--- src/hdl/stop_ctrl_defs.svh ---
`ifndef STOP_CTRL_DEFS_SVH
`define STOP_CTRL_DEFS_SVH
// Register byte addresses on the bus
`define SC_ADR_CTRL       8'h00
`define SC_ADR_STOP       8'h04
`define SC_ADR_CUTOFF     8'h08
`define SC_ADR_STARTF     8'h0C
`define SC_ADR_STATUS     8'h10
`define SC_ADR_FCLR       8'h14
// Field positions in the control word
`define SC_CTRL_DUTY_LSB  0
`define SC_CTRL_REGEN_LSB 8
`define SC_CTRL_TERM_LSB  16
// Reset values
`define SC_RST_DUTY       8'h00
`define SC_RST_REGEN      8'h00
`define SC_RST_TERM       8'h00
`define SC_RST_STOP       16'h270F
`define SC_RST_CUTOFF     16'h270F
`define SC_RST_STARTF     16'h0005
// Setting codes
`define SC_SET_OFF        16'h270F
`define SC_SET_RAMP_PAIR  16'h22B8
`define SC_SET_TMR_MAX    16'h0064
`define SC_SET_PAIR_LO    16'h03E8
`define SC_SET_PAIR_HI    16'h044C
`define SC_CUT_HYST       16'h0014
`define SC_TERM_POS       8'h07
`define SC_TERM_NEG       8'h6B
// Timing: clock period and ms tick length in ns, derived cycle count, then counts in ms
`define SC_CLK_NS         10
`define SC_MS_NS          1000000
`define SC_MS_CYC         (`SC_MS_NS / `SC_CLK_NS)
`define SC_MS_PER_S       16'h03E8
`define SC_BLINK_MS       16'h0032
`endif

--- src/hdl/stop_ctrl_pkg.sv ---
package stop_ctrl_pkg;
  typedef enum logic [2:0] {
    ST_STOP       = 3'b000,
    ST_RUN        = 3'b001,
    ST_DECEL      = 3'b010,
    ST_COAST_WAIT = 3'b011,
    ST_CUTOFF     = 3'b100
  } stop_state_t;

  // Operating conditions reported by the rest of the drive
  typedef struct packed {
    logic pid;
    logic jog;
    logic traverse;
    logic power_fail_stop;
    logic panel_stop;
    logic comm_error_stop;
    logic fieldbus_estop;
  } run_cond_t;

  // Sticky fault flags
  typedef struct packed {
    logic power_loss;
    logic undervoltage;
    logic option;
    logic regen_ov;
  } fault_t;
endpackage

--- src/hdl/motor_stop_control.sv ---
// What this block does
// Brake alarm at 85% of duty setting
// Overvoltage fault at full duty setting
// Brake alarm alone keeps output running
// Alarm terminal code 7 active-high, 107 inverted
// AC mains in DC feeding: option fault
// DC feeding suppresses undervoltage, power-loss faults
// Setting 9999 or 8888: ramp to stop
// Setting 0-100: coast after that many seconds
// Setting 1000-1100: coast after setting-1000 seconds
// Stop setting chooses start input meaning
// Run flag drops when output shuts off
// Override stops ignore the stop setting
// Timed mode follows frequency command until shutoff
// Restart while coasting uses starting frequency
// Cutoff when command and output below setting
// Resume above cutoff plus 2 Hz
// Compare output frequency before slip compensation
// Cutoff enabled inhibits DC injection braking
// Cutoff off during PID, jog, power-fail, traverse
// Reverse decel still coasts when both low
// Fast blink of direction indicator in cutoff at zero command
// Duty is on-time ratio over fixed window
`timescale 1ns/1ns
`include "stop_ctrl_defs.svh"
module motor_stop_control #(
  parameter int MS_CYCLES  = `SC_MS_CYC,
  parameter int WINDOW_MS  = 1000
) (
  input  wire logic                    clk_i,
  input  wire logic                    rst_n_i,
  input  wire logic                    wb_cyc_i,
  input  wire logic                    wb_stb_i,
  input  wire logic                    wb_we_i,
  input  wire logic [31:0]             wb_adr_i,
  input  wire logic [3:0]              wb_sel_i,
  input  wire logic [31:0]             wb_dat_i,
  output      logic [31:0]             wb_dat_o,
  output      logic                    wb_ack_o,
  input  wire logic                    forward_start_input_i,
  input  wire logic                    reverse_start_input_i,
  input  wire logic                    ac_mains_detect_i,
  input  wire logic                    brake_on_i,
  input  wire stop_ctrl_pkg::run_cond_t run_cond_i,
  input  wire logic                    dc_feed_active_i,
  input  wire logic                    undervoltage_detect_i,
  input  wire logic                    power_loss_detect_i,
  input  wire logic [15:0]             freq_cmd_i,
  input  wire logic [15:0]             out_freq_pre_slip_i,
  output      logic                    output_shutoff_o,
  output      logic                    run_o,
  output      logic                    reverse_o,
  output      logic                    decel_req_o,
  output      logic                    restart_o,
  output      logic [15:0]             restart_freq_o,
  output      logic                    dc_inject_inhibit_o,
  output      logic                    direction_indicator_o,
  output      logic                    brake_alarm_display_o,
  output      logic                    brake_duty_alarm_out_o,
  output      stop_ctrl_pkg::fault_t   fault_o
);
  localparam logic [31:0] MS_LAST  = 32'(MS_CYCLES - 1);
  localparam logic [15:0] WIN_LAST = 16'(WINDOW_MS - 1);

  // Settings and state
  logic [7:0]  duty_set_reg, regen_mode_reg, term_code_reg;
  logic [15:0] stop_set_reg, cutoff_reg, startf_reg;
  stop_ctrl_pkg::stop_state_t state_reg, state_next;
  stop_ctrl_pkg::fault_t      fault_reg;
  stop_ctrl_pkg::run_cond_t   cond_m_reg, cond_reg;
  logic [3:0]  pin_m_reg, pin_reg;
  logic        fwd_in, rev_in, mains_in, brake_in;
  logic [31:0] div_reg;
  logic        ms_tick;
  logic [15:0] win_reg, on_reg, last_on_reg, ms_reg, sec_reg, blink_reg;
  logic        alarm_reg, blink_ph_reg;

  // Start, mains and brake pins and run conditions pass two flip-flops before use
  always_ff @(posedge clk_i) begin
    if (!rst_n_i) begin
      pin_m_reg  <= 4'h0;
      pin_reg    <= 4'h0;
      cond_m_reg <= '0;
      cond_reg   <= '0;
    end else begin
      pin_m_reg  <= {forward_start_input_i, reverse_start_input_i, ac_mains_detect_i, brake_on_i};
      pin_reg    <= pin_m_reg;
      cond_m_reg <= run_cond_i;
      cond_reg   <= cond_m_reg;
    end
  end
  assign {fwd_in, rev_in, mains_in, brake_in} = pin_reg;

  // Wishbone slave: ack one cycle after the request; write at the acked edge
  logic        wb_req, wb_wr;
  logic [31:0] rd_word, wmask;
  assign wb_req = wb_cyc_i && wb_stb_i;
  assign wb_wr  = wb_req && wb_we_i && wb_ack_o;
  assign wmask  = {{8{wb_sel_i[3]}}, {8{wb_sel_i[2]}}, {8{wb_sel_i[1]}}, {8{wb_sel_i[0]}}};

  // Read decode; unmapped addresses answer zero
  always_comb begin
    rd_word = 32'h0000_0000;
    if (wb_adr_i[7:0] == `SC_ADR_CTRL) begin
      rd_word = {8'h00, term_code_reg, regen_mode_reg, duty_set_reg};
    end else if (wb_adr_i[7:0] == `SC_ADR_STOP) begin
      rd_word = {16'h0000, stop_set_reg};
    end else if (wb_adr_i[7:0] == `SC_ADR_CUTOFF) begin
      rd_word = {16'h0000, cutoff_reg};
    end else if (wb_adr_i[7:0] == `SC_ADR_STARTF) begin
      rd_word = {16'h0000, startf_reg};
    end else if (wb_adr_i[7:0] == `SC_ADR_STATUS) begin
      rd_word = {last_on_reg, 5'h00, state_reg, alarm_reg, run_o, output_shutoff_o,
                 1'b0, fault_reg};
    end
  end

  always_ff @(posedge clk_i) begin
    if (!rst_n_i) begin
      wb_ack_o <= 1'b0;
      wb_dat_o <= 32'h0000_0000;
    end else begin
      wb_ack_o <= wb_req && !wb_ack_o;
      wb_dat_o <= rd_word;
    end
  end

  // Setting registers, byte lanes honoured
  logic [31:0] ctrl_w;
  assign ctrl_w = ({8'h00, term_code_reg, regen_mode_reg, duty_set_reg} & ~wmask)
                | (wb_dat_i & wmask);
  always_ff @(posedge clk_i) begin
    if (!rst_n_i) begin
      duty_set_reg   <= `SC_RST_DUTY;
      regen_mode_reg <= `SC_RST_REGEN;
      term_code_reg  <= `SC_RST_TERM;
      stop_set_reg   <= `SC_RST_STOP;
      cutoff_reg     <= `SC_RST_CUTOFF;
      startf_reg     <= `SC_RST_STARTF;
    end else if (wb_wr) begin
      if (wb_adr_i[7:0] == `SC_ADR_CTRL) begin
        duty_set_reg   <= ctrl_w[`SC_CTRL_DUTY_LSB +: 8];
        regen_mode_reg <= ctrl_w[`SC_CTRL_REGEN_LSB +: 8];
        term_code_reg  <= ctrl_w[`SC_CTRL_TERM_LSB +: 8];
      end else if (wb_adr_i[7:0] == `SC_ADR_STOP) begin
        stop_set_reg <= (stop_set_reg & ~wmask[15:0]) | (wb_dat_i[15:0] & wmask[15:0]);
      end else if (wb_adr_i[7:0] == `SC_ADR_CUTOFF) begin
        cutoff_reg <= (cutoff_reg & ~wmask[15:0]) | (wb_dat_i[15:0] & wmask[15:0]);
      end else if (wb_adr_i[7:0] == `SC_ADR_STARTF) begin
        startf_reg <= (startf_reg & ~wmask[15:0]) | (wb_dat_i[15:0] & wmask[15:0]);
      end
    end
  end

  // Millisecond enable from the system clock
  always_ff @(posedge clk_i) begin
    if (!rst_n_i) begin
      div_reg <= 32'h0000_0000;
    end else begin
      div_reg <= (div_reg == MS_LAST) ? 32'h0000_0000 : div_reg + 32'h0000_0001;
    end
  end
  assign ms_tick = (div_reg == MS_LAST);

  // Brake duty: on-time counted in ms over a fixed window, in per-mille
  logic [15:0] thr_full, thr_alarm;
  assign thr_full  = 16'(duty_set_reg) * 16'h000A;
  assign thr_alarm = (16'(duty_set_reg) * 16'h0011) >> 1;
  always_ff @(posedge clk_i) begin
    if (!rst_n_i) begin
      win_reg     <= 16'h0000;
      on_reg      <= 16'h0000;
      last_on_reg <= 16'h0000;
    end else if (ms_tick) begin
      win_reg <= (win_reg == WIN_LAST) ? 16'h0000 : win_reg + 16'h0001;
      if (win_reg == WIN_LAST) begin
        last_on_reg <= on_reg + {15'h0000, brake_in};
        on_reg      <= 16'h0000;
      end else begin
        on_reg <= on_reg + {15'h0000, brake_in};
      end
    end
  end

  // Alarm holds while the current or previous window is above 85 percent
  logic alarm_next;
  assign alarm_next = (duty_set_reg != 8'h00) &&
                      (on_reg >= thr_alarm || last_on_reg >= thr_alarm);
  always_ff @(posedge clk_i) begin
    if (!rst_n_i) begin
      alarm_reg              <= 1'b0;
      brake_alarm_display_o  <= 1'b0;
      brake_duty_alarm_out_o <= 1'b0;
    end else begin
      alarm_reg             <= alarm_next;
      brake_alarm_display_o <= alarm_next;
      if (term_code_reg == `SC_TERM_POS) begin
        brake_duty_alarm_out_o <= alarm_reg;
      end else if (term_code_reg == `SC_TERM_NEG) begin
        brake_duty_alarm_out_o <= !alarm_reg;
      end else begin
        brake_duty_alarm_out_o <= 1'b0;
      end
    end
  end

  // Faults are sticky; a new event wins over a software clear
  logic dc_mode_a, dc_mode_b, fclr;
  logic [3:0] fset;
  assign dc_mode_a = regen_mode_reg == 8'h02 || regen_mode_reg == 8'h0A ||
                     regen_mode_reg == 8'h0B;
  assign dc_mode_b = dc_mode_a || regen_mode_reg == 8'h14 || regen_mode_reg == 8'h15;
  assign fclr = wb_wr && wb_adr_i[7:0] == `SC_ADR_FCLR;
  assign fset[0] = duty_set_reg != 8'h00 && on_reg >= thr_full;
  assign fset[1] = dc_mode_a && dc_feed_active_i && mains_in;
  assign fset[2] = undervoltage_detect_i && !(dc_mode_b && dc_feed_active_i);
  assign fset[3] = power_loss_detect_i && !(dc_mode_b && dc_feed_active_i);
  always_ff @(posedge clk_i) begin
    if (!rst_n_i) begin
      fault_reg <= '0;
    end else begin
      fault_reg <= fset | (fault_reg & ~(fclr ? wb_dat_i[3:0] : 4'h0));
    end
  end
  assign fault_o = fault_reg;

  // Stop setting decode and start input meaning
  logic ramp_mode, pair_mode, tmr_a, tmr_b, start_in, dir_rev, override, cut_en;
  logic cmd_low, out_low, cmd_high, fault_any, coast_done;
  logic [15:0] coast_secs, cut_hi;
  assign tmr_a     = stop_set_reg <= `SC_SET_TMR_MAX;
  assign tmr_b     = stop_set_reg >= `SC_SET_PAIR_LO && stop_set_reg <= `SC_SET_PAIR_HI;
  assign ramp_mode = !(tmr_a || tmr_b);
  assign pair_mode = stop_set_reg == `SC_SET_RAMP_PAIR || tmr_b;
  assign start_in  = pair_mode ? fwd_in : (fwd_in || rev_in);
  assign dir_rev   = pair_mode ? rev_in : (rev_in && !fwd_in);
  assign coast_secs = tmr_b ? stop_set_reg - `SC_SET_PAIR_LO : stop_set_reg;
  assign override  = cond_reg.power_fail_stop || cond_reg.panel_stop ||
                     cond_reg.comm_error_stop || cond_reg.fieldbus_estop;
  assign cut_en    = cutoff_reg != `SC_SET_OFF && !cond_reg.pid && !cond_reg.jog &&
                     !cond_reg.power_fail_stop && !cond_reg.traverse;
  assign cmd_low   = freq_cmd_i <= cutoff_reg;
  assign out_low   = out_freq_pre_slip_i <= cutoff_reg;
  assign cut_hi    = cutoff_reg + `SC_CUT_HYST;
  assign cmd_high  = freq_cmd_i > cut_hi;
  assign fault_any = fault_reg.regen_ov || fault_reg.option ||
                     fault_reg.undervoltage || fault_reg.power_loss;
  assign coast_done = sec_reg >= coast_secs;

  // Stop sequencing; a fault shuts the output, the brake alarm does not
  always_comb begin
    state_next = state_reg;
    case (state_reg)
      stop_ctrl_pkg::ST_STOP: begin
        if (start_in && !fault_any) begin
          state_next = stop_ctrl_pkg::ST_RUN;
        end
      end
      stop_ctrl_pkg::ST_RUN: begin
        if (cut_en && cmd_low && out_low) begin
          state_next = stop_ctrl_pkg::ST_CUTOFF;
        end else if (!start_in) begin
          if (ramp_mode || override) begin
            state_next = stop_ctrl_pkg::ST_DECEL;
          end else begin
            state_next = stop_ctrl_pkg::ST_COAST_WAIT;
          end
        end
      end
      stop_ctrl_pkg::ST_DECEL: begin
        if (start_in && !override) begin
          state_next = stop_ctrl_pkg::ST_RUN;
        end else if (out_freq_pre_slip_i == 16'h0000 || (cut_en && cmd_low && out_low)) begin
          state_next = stop_ctrl_pkg::ST_STOP;
        end
      end
      stop_ctrl_pkg::ST_COAST_WAIT: begin
        if (override) begin
          state_next = stop_ctrl_pkg::ST_DECEL;
        end else if (start_in) begin
          state_next = stop_ctrl_pkg::ST_RUN;
        end else if (coast_done) begin
          state_next = stop_ctrl_pkg::ST_STOP;
        end
      end
      stop_ctrl_pkg::ST_CUTOFF: begin
        if (!start_in) begin
          state_next = stop_ctrl_pkg::ST_STOP;
        end else if (cmd_high) begin
          state_next = stop_ctrl_pkg::ST_RUN;
        end
      end
      default: begin
        state_next = stop_ctrl_pkg::ST_STOP;
      end
    endcase
    if (fault_any) begin
      state_next = stop_ctrl_pkg::ST_STOP;
    end
  end

  always_ff @(posedge clk_i) begin
    if (!rst_n_i) begin
      state_reg <= stop_ctrl_pkg::ST_STOP;
    end else begin
      state_reg <= state_next;
    end
  end

  // Coast delay timer, restarted on entry so the delay is whole seconds
  always_ff @(posedge clk_i) begin
    if (!rst_n_i || state_reg != stop_ctrl_pkg::ST_COAST_WAIT) begin
      ms_reg  <= 16'h0000;
      sec_reg <= 16'h0000;
    end else if (ms_tick) begin
      if (ms_reg == `SC_MS_PER_S - 16'h0001) begin
        ms_reg  <= 16'h0000;
        sec_reg <= sec_reg + 16'h0001;
      end else begin
        ms_reg <= ms_reg + 16'h0001;
      end
    end
  end

  // Drive outputs; timed wait keeps following the command (no decel request)
  logic on_next;
  assign on_next = state_next == stop_ctrl_pkg::ST_RUN ||
                   state_next == stop_ctrl_pkg::ST_DECEL ||
                   state_next == stop_ctrl_pkg::ST_COAST_WAIT;
  always_ff @(posedge clk_i) begin
    if (!rst_n_i) begin
      output_shutoff_o    <= 1'b1;
      run_o               <= 1'b0;
      reverse_o           <= 1'b0;
      decel_req_o         <= 1'b0;
      restart_o           <= 1'b0;
      restart_freq_o      <= 16'h0000;
      dc_inject_inhibit_o <= 1'b0;
    end else begin
      output_shutoff_o    <= !on_next;
      run_o               <= on_next;
      decel_req_o         <= state_next == stop_ctrl_pkg::ST_DECEL;
      restart_o           <= state_next == stop_ctrl_pkg::ST_RUN &&
                             (state_reg == stop_ctrl_pkg::ST_STOP ||
                              state_reg == stop_ctrl_pkg::ST_CUTOFF);
      restart_freq_o      <= startf_reg;
      dc_inject_inhibit_o <= cutoff_reg != `SC_SET_OFF;
      if (state_next == stop_ctrl_pkg::ST_RUN) begin
        reverse_o <= dir_rev;
      end
    end
  end

  // Direction lamp: steady while running, fast blink when held by cutoff with zero command
  logic hold_blink;
  assign hold_blink = state_reg == stop_ctrl_pkg::ST_CUTOFF && start_in &&
                      freq_cmd_i == 16'h0000;
  always_ff @(posedge clk_i) begin
    if (!rst_n_i) begin
      blink_reg             <= 16'h0000;
      blink_ph_reg          <= 1'b0;
      direction_indicator_o <= 1'b0;
    end else begin
      if (ms_tick) begin
        blink_reg <= (blink_reg == `SC_BLINK_MS - 16'h0001) ? 16'h0000 : blink_reg + 16'h0001;
        if (blink_reg == `SC_BLINK_MS - 16'h0001) begin
          blink_ph_reg <= !blink_ph_reg;
        end
      end
      direction_indicator_o <= hold_blink ? blink_ph_reg : run_o;
    end
  end

  // Checks
  property p_alarm_set;
    @(posedge clk_i) disable iff (!rst_n_i)
    (duty_set_reg != 8'h00 && on_reg >= thr_alarm) |=> alarm_reg;
  endproperty
  a_alarm_set: assert property (p_alarm_set) else $error("alarm missed");
  property p_ov_fault;
    @(posedge clk_i) disable iff (!rst_n_i)
    (duty_set_reg != 8'h00 && on_reg >= thr_full) |=> fault_reg.regen_ov ##1 output_shutoff_o;
  endproperty
  a_ov_fault: assert property (p_ov_fault) else $error("overvoltage fault missed");
  property p_alarm_runs;
    @(posedge clk_i) disable iff (!rst_n_i)
    (alarm_reg && !fault_any && state_reg == stop_ctrl_pkg::ST_RUN) |-> !output_shutoff_o;
  endproperty
  a_alarm_runs: assert property (p_alarm_runs) else $error("alarm stopped output");
  property p_term_neg;
    @(posedge clk_i) disable iff (!rst_n_i)
    (term_code_reg == `SC_TERM_NEG && $stable(term_code_reg)) |-> 
      brake_duty_alarm_out_o == !$past(alarm_reg);
  endproperty
  a_term_neg: assert property (p_term_neg) else $error("inverted alarm wrong");
  property p_option;
    @(posedge clk_i) disable iff (!rst_n_i)
    (regen_mode_reg == 8'h0A && dc_feed_active_i && mains_in) |=> fault_reg.option;
  endproperty
  a_option: assert property (p_option) else $error("option fault missed");
  property p_uv_masked;
    @(posedge clk_i) disable iff (!rst_n_i)
    (dc_mode_b && dc_feed_active_i && !fault_reg.undervoltage) |=> !fault_reg.undervoltage;
  endproperty
  a_uv_masked: assert property (p_uv_masked) else $error("undervoltage not masked");
  property p_coast_end;
    @(posedge clk_i) disable iff (!rst_n_i)
    (state_reg == stop_ctrl_pkg::ST_COAST_WAIT && coast_done && !start_in && !override)
      |=> output_shutoff_o && !run_o;
  endproperty
  a_coast_end: assert property (p_coast_end) else $error("coast shutoff late");
  property p_cutoff_exit;
    @(posedge clk_i) disable iff (!rst_n_i)
    (state_reg == stop_ctrl_pkg::ST_CUTOFF && start_in && cmd_high && !fault_any)
      |=> restart_o && run_o;
  endproperty
  a_cutoff_exit: assert property (p_cutoff_exit) else $error("cutoff restart missed");
  property p_cutoff_hold;
    @(posedge clk_i) disable iff (!rst_n_i)
    (state_reg == stop_ctrl_pkg::ST_CUTOFF && !cmd_high) |=> !run_o;
  endproperty
  a_cutoff_hold: assert property (p_cutoff_hold) else $error("cutoff released early");
  c_coast: cover property (@(posedge clk_i) state_reg == stop_ctrl_pkg::ST_COAST_WAIT
                           ##1 state_reg == stop_ctrl_pkg::ST_STOP);
  c_cutoff: cover property (@(posedge clk_i) state_reg == stop_ctrl_pkg::ST_CUTOFF
                            ##1 state_reg == stop_ctrl_pkg::ST_RUN);
  c_alarm: cover property (@(posedge clk_i) $rose(alarm_reg));
endmodule

--- config.mk ---
export PLATFORM = sky130hd
export DESIGN_NAME = motor_stop_control
export DESIGN_NICKNAME = d
export VERILOG_FILES = /design/src/hdl/stop_ctrl_pkg.sv /design/src/hdl/motor_stop_control.sv
export VERILOG_INCLUDE_DIRS = /design/src /design/src/hdl
export SDC_FILE = /design/constraint.sdc
export NUM_CORES = 1
export LEC_CHECK = 0
export ABC_AREA = 1
export BUFFER_PORTS_ARGS = -buffer_cell sky130_fd_sc_hd__buf_2
export CORE_AREA = 2 2 181 183
export DETAILED_ROUTE_END_ITERATION = 16
export DIE_AREA = 0 0 183 185
export PLACE_DENSITY_LB_ADDON = 0.3
export RECOVER_POWER = 100
export SLEW_MARGIN = 20
export SYNTH_ARGS = -nofsm -noshare
export SYNTH_HDL_FRONTEND = slang
export SYNTH_SLANG_ARGS = --single-unit
--- constraint.sdc ---
create_clock -name clk_i -period 2.7 [get_ports clk_i]
set_input_delay 0 -clock clk_i [delete_from_list [all_inputs] [get_ports clk_i]]
set_output_delay 0 -clock clk_i [all_outputs]
set_load 0.01 [all_outputs]
**After elaboration in Yosys (flattened, before gate mapping)**

Index checks and enable logic that the tools add are counted.

- Reductions and logical operators: 73
- Magnitude comparators: 10
- $mul: 2
- Add/sub/neg operators: 8
- Eq/ne operators: 26
- Muxes and demuxes: 29
- Bitwise gates (word level): 20

Operators with widths:

| cell | count |
|---|---|
| $mux 24 | 5 |
| $mux 16 | 5 |
| $add 16x1->16 const B | 4 |
| $and 16x16->16 | 4 |
| $and 24x24->24 | 2 |
| $ge 16x12->1 | 3 |
| $or 16x16->16 | 3 |
| $mux 3 | 11 |
| $add 32x1->32 const B | 1 |
| $eq 16x10->1 const B | 2 |
| $eq 32x17->1 const B | 1 |
| $eq 8x4->1 const B | 4 |
| $eq 8x5->1 const B | 4 |
| $le 16x16->1 | 2 |
| $logic_not 16->1 | 2 |
| $logic_and 1x1->1 | 25 |
| $not 24->24 | 1 |
| $or 24x24->24 | 1 |
| $logic_or 1x1->1 | 20 |
| $add 16x1->16 | 1 |
| $add 16x5->16 const B | 1 |
| $eq 16x14->1 const B | 1 |
| $eq 16x6->1 const B | 1 |
| $eq 8x3->1 const B | 2 |
| other kinds (33) | 62 |

- Input port bits: 119
- Flip-flop bits (word level): 288
- Output and inout port bits: 62
- Word-level logic and storage cells: 216

**Longest topological paths before layout**

- Depth after elaboration: 16
- Gate-level depth with buffers: 27
- Depth with buffers taken out: 26

**Worst setup path after synthesis**

Ideal clock, no wire load.

- Path kind: reg-to-reg
- Start: register (tool-made name)
- End: register alarm_reg
- Setup time: 120 ps
- Path buffers: 0
- Data required time: 2,580 ps
- Cell stages (with the launch flop): 16
- Arrival: 2,839 ps
- Clock period less this slack: 2,959 ps
- Setup slack: -259 ps
- Cells stage by stage: dfxtp_1 ha_1 ha_1 inv_1 fa_1 o21ai_0 nand2_1 nor2_1 xor2_1 ha_1 nand2_1 inv_1 a2111oi_0 nand2_1 a211oi_1 nor2_1

RTL lines:

| element | RTL line | RTL |
|---|---|---|
| end signal: assignment | motor_stop_control.sv:195 | `alarm_reg <= alarm_next;` |
| end: declaration | motor_stop_control.sv:76 | `logic alarm_reg, blink_ph_reg;` |

==> results.json <==
{
  "cts_buffer_depth": 3,
  "synth.cell_area_mm2": 0.01576,
  "diodes": 0,
  "overflow": 0,
  "die_w_um": 183,
  "io_buffer_count": 147,
  "power_density_mw_per_mm2": 463.9,
  "vdd_ir_drop_max_mv": 0.5199,
  "finalSetupViolations": 22,
  "fin_ws_ns": -0.2080,
  "share_comb_of_total_power_pct": 4.6,
  "rsz0062_at_grt": "true",
  "drt_iter0_drc": 1333,
  "dp_slack_ns": -0.2991,
  "dp_hpwl_mm": 33.90,
  "cts_buffers": 30,
  "drc_errors": 0,
  "status": "complete, but fails checks",
  "timing.fmax_mhz": 343.9,
  "initial_core_util_pct": 49.18,
  "io_pins": 181,
  "rows": 66,
  "grt_pass1_wl_mm": 73.41,
  "synth_edf_count": 0,
  "crit_path_start_kind": "flip-flop",
  "internal-power_mw": 7.069,
  "slew_headroom_pct": -28.22,
  "netSwitchingFraction_pct": 22.63,
  "nFillCells": 2827,
  "clockPowerShare_pct": 48.4,
  "die_h_um": 185,
  "grt_max_degree": 85,
  "final_hold_viol_count": 0,
  "place_congestion": 0.9395,
  "syn_nets": 2362,
  "period_needed_ns": 2.908,
  "layout_commonest_cell": "nand2_1",
  "grtUsageTotal_pct": 26.45,
  "p_seq_share_pct": 46.9,
  "seqCellArea_mm2": 0.005794,
  "endpoint_kind": "flip-flop",
  "coreArea_mm2": 0.03204,
  "path_class": "reg2reg",
  "cp.required_ns": 3.16,
  "ctsHtreeMaxLevel": 1,
  "wl_per_cell_um": 16.24,
  "whs_ns": 0.03265,
  "skew_ns": 0.02713,
  "ant_nets": 0,
  "die-area_mm2": 0.03386,
  "drive_gt1_share_pct": 16.57,
  "fin_nets": 2671,
  "ys_types": 61,
  "synth_ff_type": "dfxtp_1",
  "first_pass_iters": 5,
  "maxCapViolations": 2,
  "power.switching_mw": 2.068,
  "power.total_mw": 9.137,
  "cts_tree": "done",
  "slew_viol_final": 123,
  "worst_pin_slew_ns": 1.923,
  "yosysWarnings": 0,
  "failed_checks": "max-capacitance violations, max-slew violations, negative setup slack",
  "vias_per_cell": 5.536,
  "grt_pass1_vias": 14730,
  "insertion_delay_ns": 0.58,
  "multi_input_area_mm2": 0.009012,
  "p_leak_nw": 8.309,
  "layout.cells.most_common_list": "nand2_1, inv_1, dfxtp_1",
  "critPathMaxFanout": 2,
  "num_vias": 15790,
  "cts.sinks": 288,
  "antenna_found_initial": 0,
  "syn_inst": 2114,
  "wl_mm": 46.32,
  "cp.arrival_ns": 3.37,
  "ys_ff_latch": 288,
  "fin_util_pct": 61.47,
  "ys_seq_area_share_pct": 36.59,
  "hp-class": "in2reg",
  "syn2layout_area_growth_pct": 24.97,
  "synth_area_per_cell_um2": 7.455,
  "synthArstFlopShare_pct": 0,
  "final.period_utilization_pct": 107.7,
  "clkTransAtPathRegs_ns": 0.06,
  "root_buffer": "clkbuf_16"
}
==> cell usage after synthesis (3+ instances only) <==
cell type / n / area (µm²)
o211ai_1: 23 / 172.7
nand2_2: 11 / 68.82
nand3b_1: 3 / 22.52
clkbuf_1: 27 / 101.4
clkinv_1: 3 / 11.26
o21a_1: 10 / 75.07
nor3_1: 66 / 330.3
xnor2_1: 12 / 105.1
nor3_2: 10 / 100.1
o32ai_1: 5 / 43.79
nor3b_1: 11 / 82.58
o221ai_1: 6 / 52.55
o21bai_1: 3 / 22.52
nor4_1: 36 / 225.2
nor4_2: 3 / 37.54
inv_2: 15 / 56.30
a2111oi_0: 4 / 35.03
nand3_1: 80 / 400.4
and3_1: 4 / 25.02
o31ai_1: 4 / 30.03
a21o_1: 3 / 22.52
o22ai_1: 32 / 200.2
nand2_1: 375 / 1408
xor2_1: 54 / 473.0
a21oi_1: 171 / 855.8
nor2_1: 160 / 600.6
nor2_2: 9 / 56.30
nor3_4: 3 / 48.80
inv_1: 307 / 1152
a211oi_1: 12 / 90.09
nand4_1: 72 / 450.4
nand3_2: 4 / 40.04
ha_1: 127 / 1589
a31oi_1: 3 / 18.77
or2_2: 4 / 25.02
o21ai_0: 102 / 510.5
buf_2: 12 / 60.06
dfxtp_1: 288 / 5766
a221oi_1: 7 / 61.31
nor2_4: 5 / 56.30
==> repair_timing <==
item / in CTS / in global routing
setup endpoints to repair: 10 / 72
resized for setup: 47 / 74
hold buffers: 57 / 0
buffers inserted: 12 / 5
pin swaps: 38 / 52
endpoints found under the hold margin: 91 / 0
==> metrics by stage <==
step / TNS, ns / instances / instance area (µm²)
2_1_floorplan: -0.1264 / 2114 / 15810
3_3_place_gp: -1.042 / 2725 / 17600
3_5_place_dp: -2.066 / 2725 / 17600
4_1_cts: -1.261 / 2847 / 19440
5_1_grt: -28.77 / 2852 / 19690
6_report: -1.379 / 2852 / 19690
==> final timing paths <==
check	from	endpoint	slack, ns	depth (start not counted)
setup reg to reg	flip-flop	alarm_reg	-0.21	15
setup / recovery	flip-flop	alarm_reg	-0.21	15
hold / removal	wb_adr_i[4]	wb_dat_o[18]	0.03	6
hold reg to reg	pin_m_reg[3]	pin_reg[3]	0.41	2
==> cell type report <==
cell class / count / share of cell area (%)
flip-flops and latches: 288 / 29.42
clock inverters: 16 / 1.182
clock buffers: 37 / 4.149
well taps: 408 / 2.592
multi-input cells: 1456 / 45.76
inverters: 326 / 6.226
repair buffers: 321 / 10.67
==> metal layers <==
layer,wire length (µm),global-route usage [%],vias up
met4,1369,8.448,0
met5,0,0,-
met3,3305,3.303,107
met2,20940,43.08,632
li1,-,-,7760
met1,20710,36.53,7290
==> kinds of logic after synthesis <==
| group | share of synthesized area, % |
|---|---|
| compound gates | 14.47 |
| xor+xnor | 3.668 |
| simple gates | 25.87 |
| fa+ha+maj | 10.34 |
| flops | 36.59 |
| buf+inv | 9.067 |
==> power by group through the flow <==
stage | clock, mW | combinational [mW] | sequential, mW
after global placement | 0 | 0.350 | 4.38
after CTS | 4.47 | 0.414 | 4.29
after detailed placement | 0 | 0.359 | 4.38
final | 4.43 | 0.424 | 4.29
after global routing | 4.66 | 0.467 | 4.29
after floorplan | 0 | 0.186 | 4.38
==> critical path, stage by stage (launching register included) <==
cell and delay (ns):
dfxtp_4 0.36, ha_4 0.26, ha_4 0.13, inv_2 0.04, fa_2 0.36, o21ai_2 0.15, nand2_1 0.09, nor2_2 0.14
xor2_1 0.24, ha_1 0.28, nand2_2 0.06, inv_2 0.05, a2111oi_4 0.27, nand2_1 0.10, a211oi_2 0.20, nor2_1 0.06
Power figures use the tool's default switching activity.
